==> src/core/pmc_pkg.sv <==
// paging mode control package: register map, bit positions, types
package pmc_pkg;

    // register byte offsets on the control bus
    localparam logic [3:0] PMC_OFF_CW0  = 4'h0;
    localparam logic [3:0] PMC_OFF_CW4  = 4'h4;
    localparam logic [3:0] PMC_OFF_EFR  = 4'h8;
    localparam logic [3:0] PMC_OFF_STAT = 4'hc;

    // control_word_zero bit positions
    localparam int PMC_B_PE  = 0;
    localparam int PMC_B_WP  = 16;
    localparam int PMC_B_PG  = 31;
    // control_word_four bit positions
    localparam int PMC_B_PSE = 4;
    localparam int PMC_B_PAE = 5;
    localparam int PMC_B_PGE = 7;
    localparam int PMC_B_CID = 17;
    localparam int PMC_B_SMP = 20;
    // extended_feature_reg bit positions
    localparam int PMC_B_LME = 8;
    localparam int PMC_B_LMA = 10;
    localparam int PMC_B_NXE = 11;

    // storable bits of each register, all else reads zero except the derived long-active bit
    localparam logic [31:0] PMC_MASK_CW0 = 32'h8001_0001;
    localparam logic [31:0] PMC_MASK_CW4 = 32'h0012_00b0;
    localparam logic [31:0] PMC_MASK_EFR = 32'h0000_0900;
    localparam logic [31:0] PMC_RST_REG  = 32'h0000_0000;

    // address widths
    localparam int PMC_LIN_W  = 48;
    localparam int PMC_PHY_W  = 52;
    localparam int PMC_LEG_W  = 32;
    localparam int PMC_PSE_W  = 40;
    localparam int PMC_CANON  = 47;

    localparam logic [1:0]  PMC_CPL_USER = 2'h3;
    localparam logic [15:0] PMC_GP_CODE  = 16'h0000;
    localparam logic [1:0]  PMC_RESP_OK  = 2'h0;
    localparam logic [1:0]  PMC_RESP_SLV = 2'h2;
    localparam logic [1:0]  PMC_RESP_DEC = 2'h3;

    typedef enum logic [1:0] {
        PMC_MODE_OFF,
        PMC_MODE_TWO,
        PMC_MODE_EXT,
        PMC_MODE_FOUR
    } pmc_mode_t;

    // effective translation modifiers
    typedef struct packed {
        logic wp;
        logic large_page_enable;
        logic global_page_enable;
        logic cid;
        logic sup_exec_prevent;
        logic exec_disable_enable;
    } pmc_mods_t;

    // translation check request from pipeline and walker
    typedef struct packed {
        logic        valid;
        logic [63:0] lin;
        logic        sub64;
        logic [1:0]  current_privilege;
        logic        write;
        logic        fetch;
        logic        pg_ro;
        logic        pg_user;
        logic        pg_xd;
        logic        pg_large;
        logic [51:0] walk_phys;
    } pmc_xl_req_t;

    typedef struct packed {
        logic        valid;
        logic        gp;
        logic        deny;
        logic [47:0] lin;
        logic [51:0] phys;
    } pmc_xl_rsp_t;

endpackage : pmc_pkg

==> src/core/pmc_xlate_chk.sv <==
// translation checker: address widths, canonical test, access denial
`timescale 1ns/100ps
`default_nettype none
module pmc_xlate_chk import pmc_pkg::*; (
    input  wire logic        i_ref_clk,
    input  wire logic        i_srst,
    input  wire pmc_mode_t   i_mode,
    input  wire pmc_mods_t   i_mods,
    input  wire pmc_xl_req_t i_req,
    output var  pmc_xl_rsp_t o_rsp
);
    logic        canon_ok;
    logic [51:0] phys_mask;
    logic        deny;

    // bits 63:47 must all match in 64-bit sub-mode
    assign canon_ok = (&i_req.lin[63:PMC_CANON]) | ~(|i_req.lin[63:PMC_CANON]);

    // output width: 40 bits only for large two-level pages
    always_comb begin
        phys_mask = '1;
        if (i_mode == PMC_MODE_TWO) begin
            if (i_req.pg_large && i_mods.large_page_enable) begin
                phys_mask = 52'((64'h1 << PMC_PSE_W) - 64'h1);
            end else begin
                phys_mask = 52'((64'h1 << PMC_LEG_W) - 64'h1);
            end
        end
    end

    // read-only, supervisor fetch and execute-disable checks
    always_comb begin
        deny = 1'b0;
        if (i_req.write && i_req.pg_ro && (i_req.current_privilege == PMC_CPL_USER || i_mods.wp)) begin
            deny = 1'b1;
        end
        if (i_req.fetch && i_req.pg_user && i_req.current_privilege != PMC_CPL_USER && i_mods.sup_exec_prevent) begin
            deny = 1'b1;
        end
        if (i_req.fetch && i_req.pg_xd && i_mods.exec_disable_enable) begin
            deny = 1'b1;
        end
    end

    // registered answer one cycle after the request
    always_ff @(posedge i_ref_clk) begin
        if (i_srst) begin
            o_rsp <= '0;
        end else begin
            o_rsp.valid <= i_req.valid;
            o_rsp.gp    <= 1'b0;
            o_rsp.deny  <= 1'b0;
            o_rsp.lin   <= '0;
            o_rsp.phys  <= '0;
            if (i_mode == PMC_MODE_OFF) begin
                o_rsp.phys <= 52'(i_req.lin[PMC_LEG_W-1:0]);
            end else if (i_mode == PMC_MODE_FOUR && i_req.sub64) begin
                o_rsp.gp <= i_req.valid & ~canon_ok;
                if (canon_ok) begin
                    o_rsp.lin  <= i_req.lin[PMC_LIN_W-1:0];
                    o_rsp.phys <= i_req.walk_phys & phys_mask;
                    o_rsp.deny <= deny;
                end
            end else begin
                o_rsp.lin  <= 48'(i_req.lin[PMC_LEG_W-1:0]);
                o_rsp.phys <= i_req.walk_phys & phys_mask;
                o_rsp.deny <= deny;
            end
        end
    end

    property p_noncanon_gp;
        @(posedge i_ref_clk) disable iff (i_srst)
        (i_req.valid && i_mode == PMC_MODE_FOUR && i_req.sub64 && !canon_ok)
            |=> (o_rsp.gp && o_rsp.phys == '0);
    endproperty
    a_noncanon_gp: assert property (p_noncanon_gp) else $error("no fault on bad address");

    property p_ro_write;
        @(posedge i_ref_clk) disable iff (i_srst)
        (i_mode == PMC_MODE_TWO && i_req.write && i_req.pg_ro && i_req.current_privilege == PMC_CPL_USER)
            |=> o_rsp.deny;
    endproperty
    a_ro_write: assert property (p_ro_write) else $error("user write to read-only passed");
endmodule : pmc_xlate_chk
`default_nettype wire

==> src/core/pmc_paging_ctrl.sv <==
// paging mode control: control words, mode selection, fault checks
`timescale 1ns/100ps
`default_nettype none
module pmc_paging_ctrl import pmc_pkg::*; (
    input  wire logic        i_ref_clk,
    input  wire logic        i_srst,
    // axi4-lite slave
    input  wire logic [3:0]  i_awaddr,
    input  wire logic        i_awvalid,
    output var  logic        o_awready,
    input  wire logic [31:0] i_wdata,
    input  wire logic [3:0]  i_wstrb,
    input  wire logic        i_wvalid,
    output var  logic        o_wready,
    output var  logic [1:0]  o_bresp,
    output var  logic        o_bvalid,
    input  wire logic        i_bready,
    input  wire logic [3:0]  i_araddr,
    input  wire logic        i_arvalid,
    output var  logic        o_arready,
    output var  logic [31:0] o_rdata,
    output var  logic [1:0]  o_rresp,
    output var  logic        o_rvalid,
    input  wire logic        i_rready,
    // translation path
    input  wire pmc_xl_req_t i_xl_req,
    output var  pmc_xl_rsp_t o_xl_rsp,
    output var  pmc_mode_t   o_mode,
    output var  pmc_mods_t   o_mods,
    output var  logic        o_gp_fault,
    output var  logic [15:0] o_gp_code
);
    logic [31:0] cw0_ff;
    logic [31:0] cw4_ff;
    logic [31:0] efr_ff;
    pmc_mode_t   mode_ff;
    logic [7:0]  fault_cnt_ff;
    logic        aw_ok_ff;
    logic        w_ok_ff;
    logic [3:0]  awaddr_ff;
    logic [31:0] wdata_ff;
    logic [3:0]  wstrb_ff;
    logic        bvalid_ff;
    logic [1:0]  bresp_ff;
    logic        rvalid_ff;
    logic [31:0] rdata_ff;
    logic [1:0]  rresp_ff;
    logic        gp_ff;
    logic        commit;
    logic        fault;
    logic        mapped;
    logic [31:0] merged;
    logic [31:0] nxt_cw0;
    logic [31:0] nxt_cw4;
    logic [31:0] nxt_efr;
    logic        pg;
    logic        phys_extension_bit;
    logic        long_enable;

    // merge write data into a register by byte strobes
    function automatic logic [31:0] pmc_merge(input logic [31:0] old_v,
                                              input logic [31:0] new_v,
                                              input logic [3:0]  strb);
        logic [31:0] res;
        res = old_v;
        for (int i = 0; i < 4; i++) begin
            if (strb[i]) begin
                res[i*8 +: 8] = new_v[i*8 +: 8];
            end
        end
        return res;
    endfunction

    // mode from paging, extension and long-enable bits
    function automatic pmc_mode_t pmc_sel_mode(input logic pg_v,
                                               input logic pae_v,
                                               input logic lme_v);
        pmc_mode_t m;
        m = PMC_MODE_OFF;
        if (pg_v && !pae_v) begin
            m = PMC_MODE_TWO;
        end else if (pg_v && !lme_v) begin
            m = PMC_MODE_EXT;
        end else if (pg_v) begin
            m = PMC_MODE_FOUR;
        end
        return m;
    endfunction

    assign pg  = cw0_ff[PMC_B_PG];
    assign phys_extension_bit = cw4_ff[PMC_B_PAE];
    assign long_enable = efr_ff[PMC_B_LME];

    // write channel handshakes: one write in flight, either order
    assign o_awready = ~aw_ok_ff & ~bvalid_ff;
    assign o_wready  = ~w_ok_ff & ~bvalid_ff;
    assign o_bvalid  = bvalid_ff;
    assign o_bresp   = bresp_ff;
    assign o_arready = ~rvalid_ff;
    assign o_rvalid  = rvalid_ff;
    assign o_rdata   = rdata_ff;
    assign o_rresp   = rresp_ff;
    assign commit    = aw_ok_ff & w_ok_ff & ~bvalid_ff;
    assign mapped    = (awaddr_ff == PMC_OFF_CW0) || (awaddr_ff == PMC_OFF_CW4)
                    || (awaddr_ff == PMC_OFF_EFR);

    // candidate values and legality of the pending write
    always_comb begin
        nxt_cw0 = cw0_ff;
        nxt_cw4 = cw4_ff;
        nxt_efr = efr_ff;
        fault   = 1'b0;
        merged  = '0;
        case (awaddr_ff)
            PMC_OFF_CW0: begin
                merged  = pmc_merge(cw0_ff, wdata_ff, wstrb_ff);
                nxt_cw0 = merged & PMC_MASK_CW0;
                if (nxt_cw0[PMC_B_PG] && !nxt_cw0[PMC_B_PE]) begin
                    fault = 1'b1;
                end
                if (nxt_cw0[PMC_B_PG] && !pg && !phys_extension_bit && long_enable) begin
                    fault = 1'b1;
                end
                if (!nxt_cw0[PMC_B_PG] && pg && cw4_ff[PMC_B_CID]) begin
                    fault = 1'b1;
                end
            end
            PMC_OFF_CW4: begin
                merged  = pmc_merge(cw4_ff, wdata_ff, wstrb_ff);
                nxt_cw4 = merged & PMC_MASK_CW4;
                if (pg && long_enable && !nxt_cw4[PMC_B_PAE]) begin
                    fault = 1'b1;
                end
                if (nxt_cw4[PMC_B_CID] && !cw4_ff[PMC_B_CID] && mode_ff != PMC_MODE_FOUR) begin
                    fault = 1'b1;
                end
            end
            PMC_OFF_EFR: begin
                merged  = pmc_merge(efr_ff, wdata_ff, wstrb_ff);
                nxt_efr = merged & PMC_MASK_EFR;
                if (pg && (nxt_efr[PMC_B_LME] != long_enable)) begin
                    fault = 1'b1;
                end
            end
            default: begin
                fault = 1'b0;
            end
        endcase
    end

    // control registers: rejected writes change nothing
    always_ff @(posedge i_ref_clk) begin
        if (i_srst) begin
            cw0_ff <= PMC_RST_REG;
            cw4_ff <= PMC_RST_REG;
            efr_ff <= PMC_RST_REG;
        end else if (commit && mapped && !fault) begin
            cw0_ff <= nxt_cw0;
            cw4_ff <= nxt_cw4;
            efr_ff <= nxt_efr;
        end
    end

    // mode register recomputed with the accepted write
    always_ff @(posedge i_ref_clk) begin
        if (i_srst) begin
            mode_ff <= PMC_MODE_OFF;
        end else if (commit && mapped && !fault) begin
            mode_ff <= pmc_sel_mode(nxt_cw0[PMC_B_PG], nxt_cw4[PMC_B_PAE],
                                    nxt_efr[PMC_B_LME]);
        end
    end

    // fault pulse and saturating count of rejected writes
    always_ff @(posedge i_ref_clk) begin
        if (i_srst) begin
            gp_ff        <= 1'b0;
            fault_cnt_ff <= '0;
        end else begin
            gp_ff <= commit & mapped & fault;
            if (commit && mapped && fault && fault_cnt_ff != '1) begin
                fault_cnt_ff <= fault_cnt_ff + 8'h01;
            end
        end
    end

    // write address and data holding, then response
    always_ff @(posedge i_ref_clk) begin
        if (i_srst) begin
            aw_ok_ff  <= 1'b0;
            w_ok_ff   <= 1'b0;
            awaddr_ff <= '0;
            wdata_ff  <= '0;
            wstrb_ff  <= '0;
            bvalid_ff <= 1'b0;
            bresp_ff  <= PMC_RESP_OK;
        end else begin
            if (i_awvalid && o_awready) begin
                aw_ok_ff  <= 1'b1;
                awaddr_ff <= {i_awaddr[3:2], 2'h0};
            end
            if (i_wvalid && o_wready) begin
                w_ok_ff  <= 1'b1;
                wdata_ff <= i_wdata;
                wstrb_ff <= i_wstrb;
            end
            if (commit) begin
                aw_ok_ff  <= 1'b0;
                w_ok_ff   <= 1'b0;
                bvalid_ff <= 1'b1;
                // a rejected write answers slverr so the pipeline sees it
                bresp_ff  <= !mapped ? PMC_RESP_DEC : (fault ? PMC_RESP_SLV : PMC_RESP_OK);
            end else if (bvalid_ff && i_bready) begin
                bvalid_ff <= 1'b0;
            end
        end
    end

    // read channel: status word is live, long-active derived not stored
    always_ff @(posedge i_ref_clk) begin
        if (i_srst) begin
            rvalid_ff <= 1'b0;
            rdata_ff  <= '0;
            rresp_ff  <= PMC_RESP_OK;
        end else if (i_arvalid && o_arready) begin
            rvalid_ff <= 1'b1;
            rresp_ff  <= PMC_RESP_OK;
            rdata_ff  <= '0;
            case ({i_araddr[3:2], 2'h0})
                PMC_OFF_CW0: rdata_ff <= cw0_ff;
                PMC_OFF_CW4: rdata_ff <= cw4_ff;
                PMC_OFF_EFR: begin
                    rdata_ff             <= efr_ff;
                    rdata_ff[PMC_B_LMA]  <= pg & long_enable;
                end
                PMC_OFF_STAT: rdata_ff <= {16'h0000, fault_cnt_ff, 6'h00, mode_ff};
                default: begin
                    rresp_ff <= PMC_RESP_DEC;
                end
            endcase
        end else if (rvalid_ff && i_rready) begin
            rvalid_ff <= 1'b0;
        end
    end

    // effective modifiers, each only in the modes that honour it
    always_ff @(posedge i_ref_clk) begin
        if (i_srst) begin
            o_mods <= '0;
        end else begin
            o_mods.wp   <= (mode_ff != PMC_MODE_OFF) & cw0_ff[PMC_B_WP];
            o_mods.large_page_enable  <= (mode_ff == PMC_MODE_TWO) & cw4_ff[PMC_B_PSE];
            o_mods.global_page_enable  <= (mode_ff != PMC_MODE_OFF) & cw4_ff[PMC_B_PGE];
            o_mods.cid  <= (mode_ff == PMC_MODE_FOUR) & cw4_ff[PMC_B_CID];
            o_mods.sup_exec_prevent <= (mode_ff != PMC_MODE_OFF) & cw4_ff[PMC_B_SMP];
            o_mods.exec_disable_enable  <= (mode_ff == PMC_MODE_EXT || mode_ff == PMC_MODE_FOUR)
                           & efr_ff[PMC_B_NXE];
        end
    end

    assign o_mode     = mode_ff;
    assign o_gp_fault = gp_ff;
    assign o_gp_code  = PMC_GP_CODE;

    // address width, canonical and permission checking
    pmc_xlate_chk u_chk (
        .i_ref_clk (i_ref_clk),
        .i_srst    (i_srst),
        .i_mode    (mode_ff),
        .i_mods    (o_mods),
        .i_req     (i_xl_req),
        .o_rsp     (o_xl_rsp)
    );

    property p_mode_off;
        @(posedge i_ref_clk) disable iff (i_srst)
        (mode_ff == PMC_MODE_OFF) [*2] |-> (o_mods == '0);
    endproperty
    a_mode_off: assert property (p_mode_off) else $error("modifier active with paging off");

    property p_pg_pe;
        @(posedge i_ref_clk) disable iff (i_srst)
        cw0_ff[PMC_B_PG] |-> cw0_ff[PMC_B_PE];
    endproperty
    a_pg_pe: assert property (p_pg_pe) else $error("paging on without protection");

    property p_mode_sel;
        @(posedge i_ref_clk) disable iff (i_srst)
        (commit && mapped && !fault) |=>
            (mode_ff == pmc_sel_mode(pg, phys_extension_bit, long_enable) && !gp_ff);
    endproperty
    a_mode_sel: assert property (p_mode_sel) else $error("mode does not follow bits");

    property p_two_lme;
        @(posedge i_ref_clk) disable iff (i_srst)
        (pg && !phys_extension_bit) |-> !long_enable;
    endproperty
    a_two_lme: assert property (p_two_lme) else $error("long enable set in two-level");

    property p_lme_locked;
        @(posedge i_ref_clk) disable iff (i_srst)
        (pg && $past(pg)) |-> $stable(long_enable);
    endproperty
    a_lme_locked: assert property (p_lme_locked) else $error("long enable moved while paging");

    property p_reject;
        @(posedge i_ref_clk) disable iff (i_srst)
        (commit && mapped && fault) |=>
            (gp_ff && $stable(cw0_ff) && $stable(cw4_ff) && $stable(efr_ff))
            ##1 (bresp_ff == PMC_RESP_SLV);
    endproperty
    a_reject: assert property (p_reject) else $error("rejected write altered state");

    property p_cid_pg;
        @(posedge i_ref_clk) disable iff (i_srst)
        (pg && cw4_ff[PMC_B_CID]) |=> pg;
    endproperty
    a_cid_pg: assert property (p_cid_pg) else $error("paging cleared with context ids");

    property p_four_pae;
        @(posedge i_ref_clk) disable iff (i_srst)
        (pg && long_enable) |=> phys_extension_bit;
    endproperty
    a_four_pae: assert property (p_four_pae) else $error("extension cleared in four-level");
endmodule : pmc_paging_ctrl
`default_nettype wire

==> config.mk <==
export PLATFORM = sky130hd
export DESIGN_NAME = pmc_paging_ctrl
export DESIGN_NICKNAME = d
export VERILOG_FILES = /design/src/core/pmc_pkg.sv /design/src/core/pmc_xlate_chk.sv /design/src/core/pmc_paging_ctrl.sv
export SDC_FILE = /design/constraint.sdc
export NUM_CORES = 1
export LEC_CHECK = 0
export BUFFER_PORTS_ARGS = -buffer_cell sky130_fd_sc_hd__buf_2
export CAP_MARGIN = 20
export CORE_UTILIZATION = 35
export DETAILED_ROUTE_END_ITERATION = 12
export GPL_TIMING_DRIVEN = 0
export HOLD_SLACK_MARGIN = 0.15
export PLACE_DENSITY = 0.71
export SLEW_MARGIN = 20
export SYNTH_ARGS = -nofsm -noshare
export SYNTH_HDL_FRONTEND = slang
export SYNTH_SLANG_ARGS = --single-unit
==> constraint.sdc <==
create_clock -name i_ref_clk -period 6.91 [get_ports i_ref_clk]
set_clock_uncertainty 0.2 [all_clocks]
set_input_delay 1.0365 -clock i_ref_clk [delete_from_list [all_inputs] [get_ports i_ref_clk]]
set_output_delay 1.0365 -clock i_ref_clk [all_outputs]
set_load 0.01 [all_outputs]
# ---- Word level (Yosys, flattened, before mapping)
# Index checks and enable logic that the tools add are counted.
dict set report word_totals {
  wordCells 175
  regBits 206
}
dict set report op_classes {
  n_reduce_logical 62
  bitwise_logic 23
  add_sub_neg 1
  n_eq_ne 16
  n_mux 39
}
# op n
set ops {}
lappend ops {{$mux 101} 2}
lappend ops {{$pmux 32 s4} 1}
lappend ops {{$mux 32} 2}
lappend ops {{$and 52x52->52} 1}
lappend ops {{$mux 52} 1}
lappend ops {{$mux 40} 1}
lappend ops {{$mux 8} 4}
lappend ops {{$logic_and 1x1->1} 31}
lappend ops {{$reduce_and 17->1} 1}
lappend ops {{$reduce_or 17->1} 1}
lappend ops {{$mux 1} 16}
lappend ops {{$and 1x1->1} 14}
lappend ops {{$eq 2x2->1 const B} 6}
lappend ops {{$reduce_and 3->1} 4}
lappend ops {{$mux 2} 5}
lappend ops {{$mux 5} 2}
lappend ops {{$ne 2x2->1 const B} 5}
lappend ops {{$logic_not 1->1} 9}
lappend ops {{$mux 9} 1}
lappend ops {{$add 8x1->8 const B} 1}
lappend ops {{$mux 4} 2}
lappend ops {{$ne 8x8->1 const B} 1}
lappend ops {{$not 1->1} 7}
lappend ops {{$eq 2x1->1 const B} 3}
lappend ops {{other kinds (12)} 20}

# ---- Longest topological paths before layout
dict set report depth {
  ltp_word 11
  ltp_mapped 8
  depth_no_buf 6
}

# ---- Cells and area by module
# From an unflattened synthesis, not the netlist that was laid out.
dict set report hier_totals {
  hier_cells 601
  area_unflattened_um2 6025.8
}
# mod seq_area_each_um2 n_inst area_each_um2 cells_per_inst
set by_module_without_submodules {}
lappend by_module_without_submodules {pmc_xlate_chk 2062.0 1 3101.7 254}
lappend by_module_without_submodules {pmc_paging_ctrl 1321.3 1 2924.1 347}

# ---- Worst setup path after synthesis
# No wires, ideal clock.
dict set report synth_path {
  kind {in2reg}
  startpoint {input port i_xl_req[112] (netlist name)}
  endpoint {register u_chk.o_rsp[25] (netlist name)}
  setup_time_ps 59
  path_stages 7
  path_buffers 2
  required_ps 6651
  setup_slack_ps 4049
  arrival_ps 2602
  cell_sequence {nor4_1 > and4_1 > a22oi_1 > a311oi_1 > clkbuf_1 > clkbuf_1 > a22o_1}
}
dict set report synth_via {
  elab_chain_len 6
}
# item line
set synth_rtl {}
lappend synth_rtl {{start, declared} pmc_paging_ctrl.sv:26} ;# input wire pmc_xl_req_t i_xl_req,
lappend synth_rtl {{$reduce_or 17->1} pmc_xlate_chk.sv:17} ;# assign canon_ok = (&i_req.lin[63:PMC_CANON]) | ~(|i_req.lin[63:PMC_CANON]);
lappend synth_rtl {{$not 1->1} pmc_xlate_chk.sv:17}
lappend synth_rtl {{$or 1x1->1 (*)} pmc_xlate_chk.sv:17}
lappend synth_rtl {{$mux 101 (*)} pmc_xlate_chk.sv:59} ;# if (canon_ok) begin
lappend synth_rtl {{$mux 101 (*)} pmc_xlate_chk.sv:57} ;# end else if (i_mode == PMC_MODE_FOUR && i_req.sub64) begin
lappend synth_rtl {{$mux 32 (*)} pmc_xlate_chk.sv:55} ;# if (i_mode == PMC_MODE_OFF) begin
lappend synth_rtl {{end, declared} pmc_xlate_chk.sv:10} ;# output var pmc_xl_rsp_t o_rsp
# Every way passes the cells marked *; elsewhere a longest branch is shown, timed or not.
# A chain may end at the register's enable or synchronous reset.

# ---- Worst setup path after layout
dict set report layout_path {
  startpoint {input port i_xl_req[112] (netlist name)}
  endpoint {register u_chk.o_rsp[28] (netlist name)}
}
# Same word-level chain as after synthesis.

==> reports/results.txt <==
top-area cell type share of the netlist area - 0.563
period utilization - 0.461
WP data required - 7.07 ns
# fillers - 1566
CP Cell Sequence - buf_2 > nor4_1 > and4_1 > a22oi_1 > a311oi_1 > clkbuf_1 > clkbuf_1 > a22o_1
setup ws final - 3.73 ns
P&R area growth vs syn - 40.4%
fin crit period - 3.18 ns
Synth Area per Inst - 9.98 um2
vias in the first global route - 5160
Worst setup EP type - flip-flop
Die Area - 0.0177 mm2
Slew HR - 0.319
top cells by area, synth - dfxtp_1, and2_1, a22o_1
Power Density - 254 mW/mm2
worst hold-check path type - flip-flop to flip-flop
routed via count - 5427
crit path DAT - 3.35 ns
Post-synth EDFFs - 0
Setup TNS Final - 0 ns
postcts setup bufs - 0
final WL - 18.4 mm
H-Tree Depth - 4
crit path kind - input pin to flip-flop
Reg clk slew, reported paths - 0.06 ns
Core Region - 0.0166 mm2
status - complete, no violations
CTS Hold Buffers Added - 0
share of layout cells above drive strength 1 - 0.378
CTS Sinks - 169
crit path max fanout - 10
post-synthesis instance total - 602
worst stage delay on the critical path - 0.46 ns
post-CTS sizing - 0
die width - 133 um
Tot GR Track Use - 0.208
LEAKAGE - 4.06 nW
initial antenna violation count - 0
DP HPWL - 14.5 mm
starting density of the core - 0.361
ys async rst share - 0
largest net degree at the start of global routing - 18
unique cell type count in the Yosys netlist - 46
Iteration-0 DRC Markers - 231
Tot Pwr - 2.14 mW
routability cong. - 0.914
pre-CTS setup slack - 3.29 ns
Slew Viols, Final - 0
startpoint types - input pin
port bufs - 284
Clk Latency, worst-skew pair - 0.43 ns
top_reg_cell synth - dfxtp_1
number of synthesized register bits - 169
FP Rows - 47
grt ovf - 0
antenna fix cells - 0
Final Hold Viols - 0
YS warnings - 0
CP most frequent cell - clkbuf_1
final core utilization - 0.507
layout net count - 1115
number of max-cap violations - 0
1st-pass router iterations - 4
CP max-delay cell - a311oi_1
Root Buffer - clkbuf_16
Post-Syn Area - 0.00601 mm2
CTS tree - yes
family with the most delay on the worst path - buffers and inverters
WP buf/inv - 3
die height - 133 um
vias per inst - 4.64
total CTS buffers - 17
# IOs - 346
global-route wire length before repair - 27.9 mm
Remaining DRCs - 0
Longest Clk Path Bufs - 2
Setup violations, final - 0
Max IR drop VDD - 0.164 mV
Least-Margin Pin Slew - 1.01 ns
Seq/Total Area, Yosys - 0.563
fmax - 314 MHz
leading area contributor after synthesis - dfxtp_1
post-route ant nets - 0
RSZ-0062 raised after global routing - false
wire per inst - 15.7 um
-- Yosys cell counts, types with 3 or more instances --
library cell,instances
a21oi_1,36
a22o_1,32
a22oi_1,14
a311oi_1,4
and2_1,73
and3_1,3
and4_1,4
buf_1,4
buf_2,4
buf_4,34
clkbuf_1,23
dfxtp_1,169
inv_1,9
mux2_2,3
mux2i_1,11
nand2_1,48
nand2b_1,12
nand3_1,11
nand4_1,4
nor2_1,32
nor2b_1,7
nor3_1,7
nor3b_1,3
nor4_1,6
o21ai_0,11
o31ai_1,4
or3_1,4
or4_1,4
-- final cells by class --
cell class	instances	area, um2	area share
buffer	66	388	0.0460
tap	220	275	0.0326
clock buffer	17	425	0.0504
inverter	9	33.8	0.00400
timing repair buffer	284	1420	0.168
sequential	169	3380	0.401
multi-input combinational	390	2320	0.275
clock inverter	14	186	0.0221
-- tightest hold or removal path: cells and delay by family, from the launching register on --
kind	cells	cell delay, ns
and+or+nand+nor	1	0.05
DFF	1	0.31
AOI/OAI and AO/OA	1	0.05
-- report_power, final --
| part | internal [mW] | switching, mW |
|---|---|---|
| clock network | 0.549 | 0.430 |
| logic | 0.0762 | 0.0824 |
| registers | 0.994 | 0.0103 |
-- stage by stage --
stage,hold slack (ns),std cells,area [um2]
3_5_place_dp,0.249,1138,7820
3_3_place_gp,0.247,1138,7820
4_1_cts,0.256,1169,8440
2_1_floorplan,0.217,634,6130
5_1_grt,0.274,1169,8440
6_report,0.256,1169,8440
-- logic make-up after synthesis --
kind of cell,count (synthesis),share of synthesized area
adder cells (fa/ha/maj),1,0.00208
other,1,0.000624
AO/OA/AOI/OAI,113,0.131
flip-flops,169,0.563
buffers and inverters,75,0.0702
AND/OR/NAND/NOR,228,0.208
XOR/XNOR,1,0.00146
multiplexers,14,0.0240
-- final timing paths --
path	end	cells past startpoint	slack, ns	start
hold reg to reg	wdata_ff[16]$_SDFFE_PP0P_	2	0.26	wdata_ff[16]$_SDFFE_PP0P_
setup / recovery	u_chk.o_rsp[28]$_SDFF_PP0_	8	3.73	i_xl_req[112]
hold / removal	wdata_ff[16]$_SDFFE_PP0P_	2	0.26	wdata_ff[16]$_SDFFE_PP0P_
setup reg to reg	cw4_ff[5]$_SDFFE_PP0P_	8	4.09	o_mode[0]$_SDFFE_PP0P_
-- placed cells by master, fill, tap and decap left out, types with 3 or more instances in the layout --
cell / Yosys / layout
and2_1: 73 / 73
o21ai_0: 11 / 11
clkinvlp_4: 0 / 3
a22oi_1: 14 / 14
nor4_1: 6 / 6
buf_4: 34 / 34
a22o_1: 32 / 32
inv_8: 0 / 4
o31ai_1: 4 / 4
and3_1: 3 / 3
mux2i_1: 11 / 11
conb_1: 1 / 33
nor2_1: 32 / 32
buf_2: 4 / 288
or4_1: 4 / 4
dfxtp_1: 169 / 169
nand2b_1: 12 / 12
clkbuf_1: 23 / 23
nor3b_1: 3 / 3
nor2b_1: 7 / 7
inv_1: 9 / 9
nand3_1: 11 / 11
a311oi_1: 4 / 4
nand4_1: 4 / 4
and4_1: 4 / 4
clkbuf_16: 0 / 17
nand2_1: 48 / 48
mux2_2: 3 / 3
nor3_1: 7 / 7
buf_1: 4 / 4
a21oi_1: 36 / 36
or3_1: 4 / 4
-- routing by layer --
metal	share of wire	GRT usage	wire [um]	up-vias
li1	-	-	-	2682
met1	0.37	0.223	6900	2502
met2	0.53	0.387	9790	215
met3	0.072	0.0567	1320	28
met4	0.022	0.0792	398	0
met5	0	0	0	-
-- registers in the layout (all words and copies together), names as in the netlist --
register / count
aw_ok_ff: 1
awaddr_ff: 2
cw0_ff: 3
cw4_ff: 5
efr_ff: 2
fault_cnt_ff: 8
o_bresp: 2
o_bvalid: 1
o_gp_fault: 1
o_mode: 2
o_mods: 6
o_rdata: 17
o_rvalid: 1
u_chk.o_rsp: 103
w_ok_ff: 1
wdata_ff: 10
wstrb_ff: 4
Power figures use the tool's default switching activity.
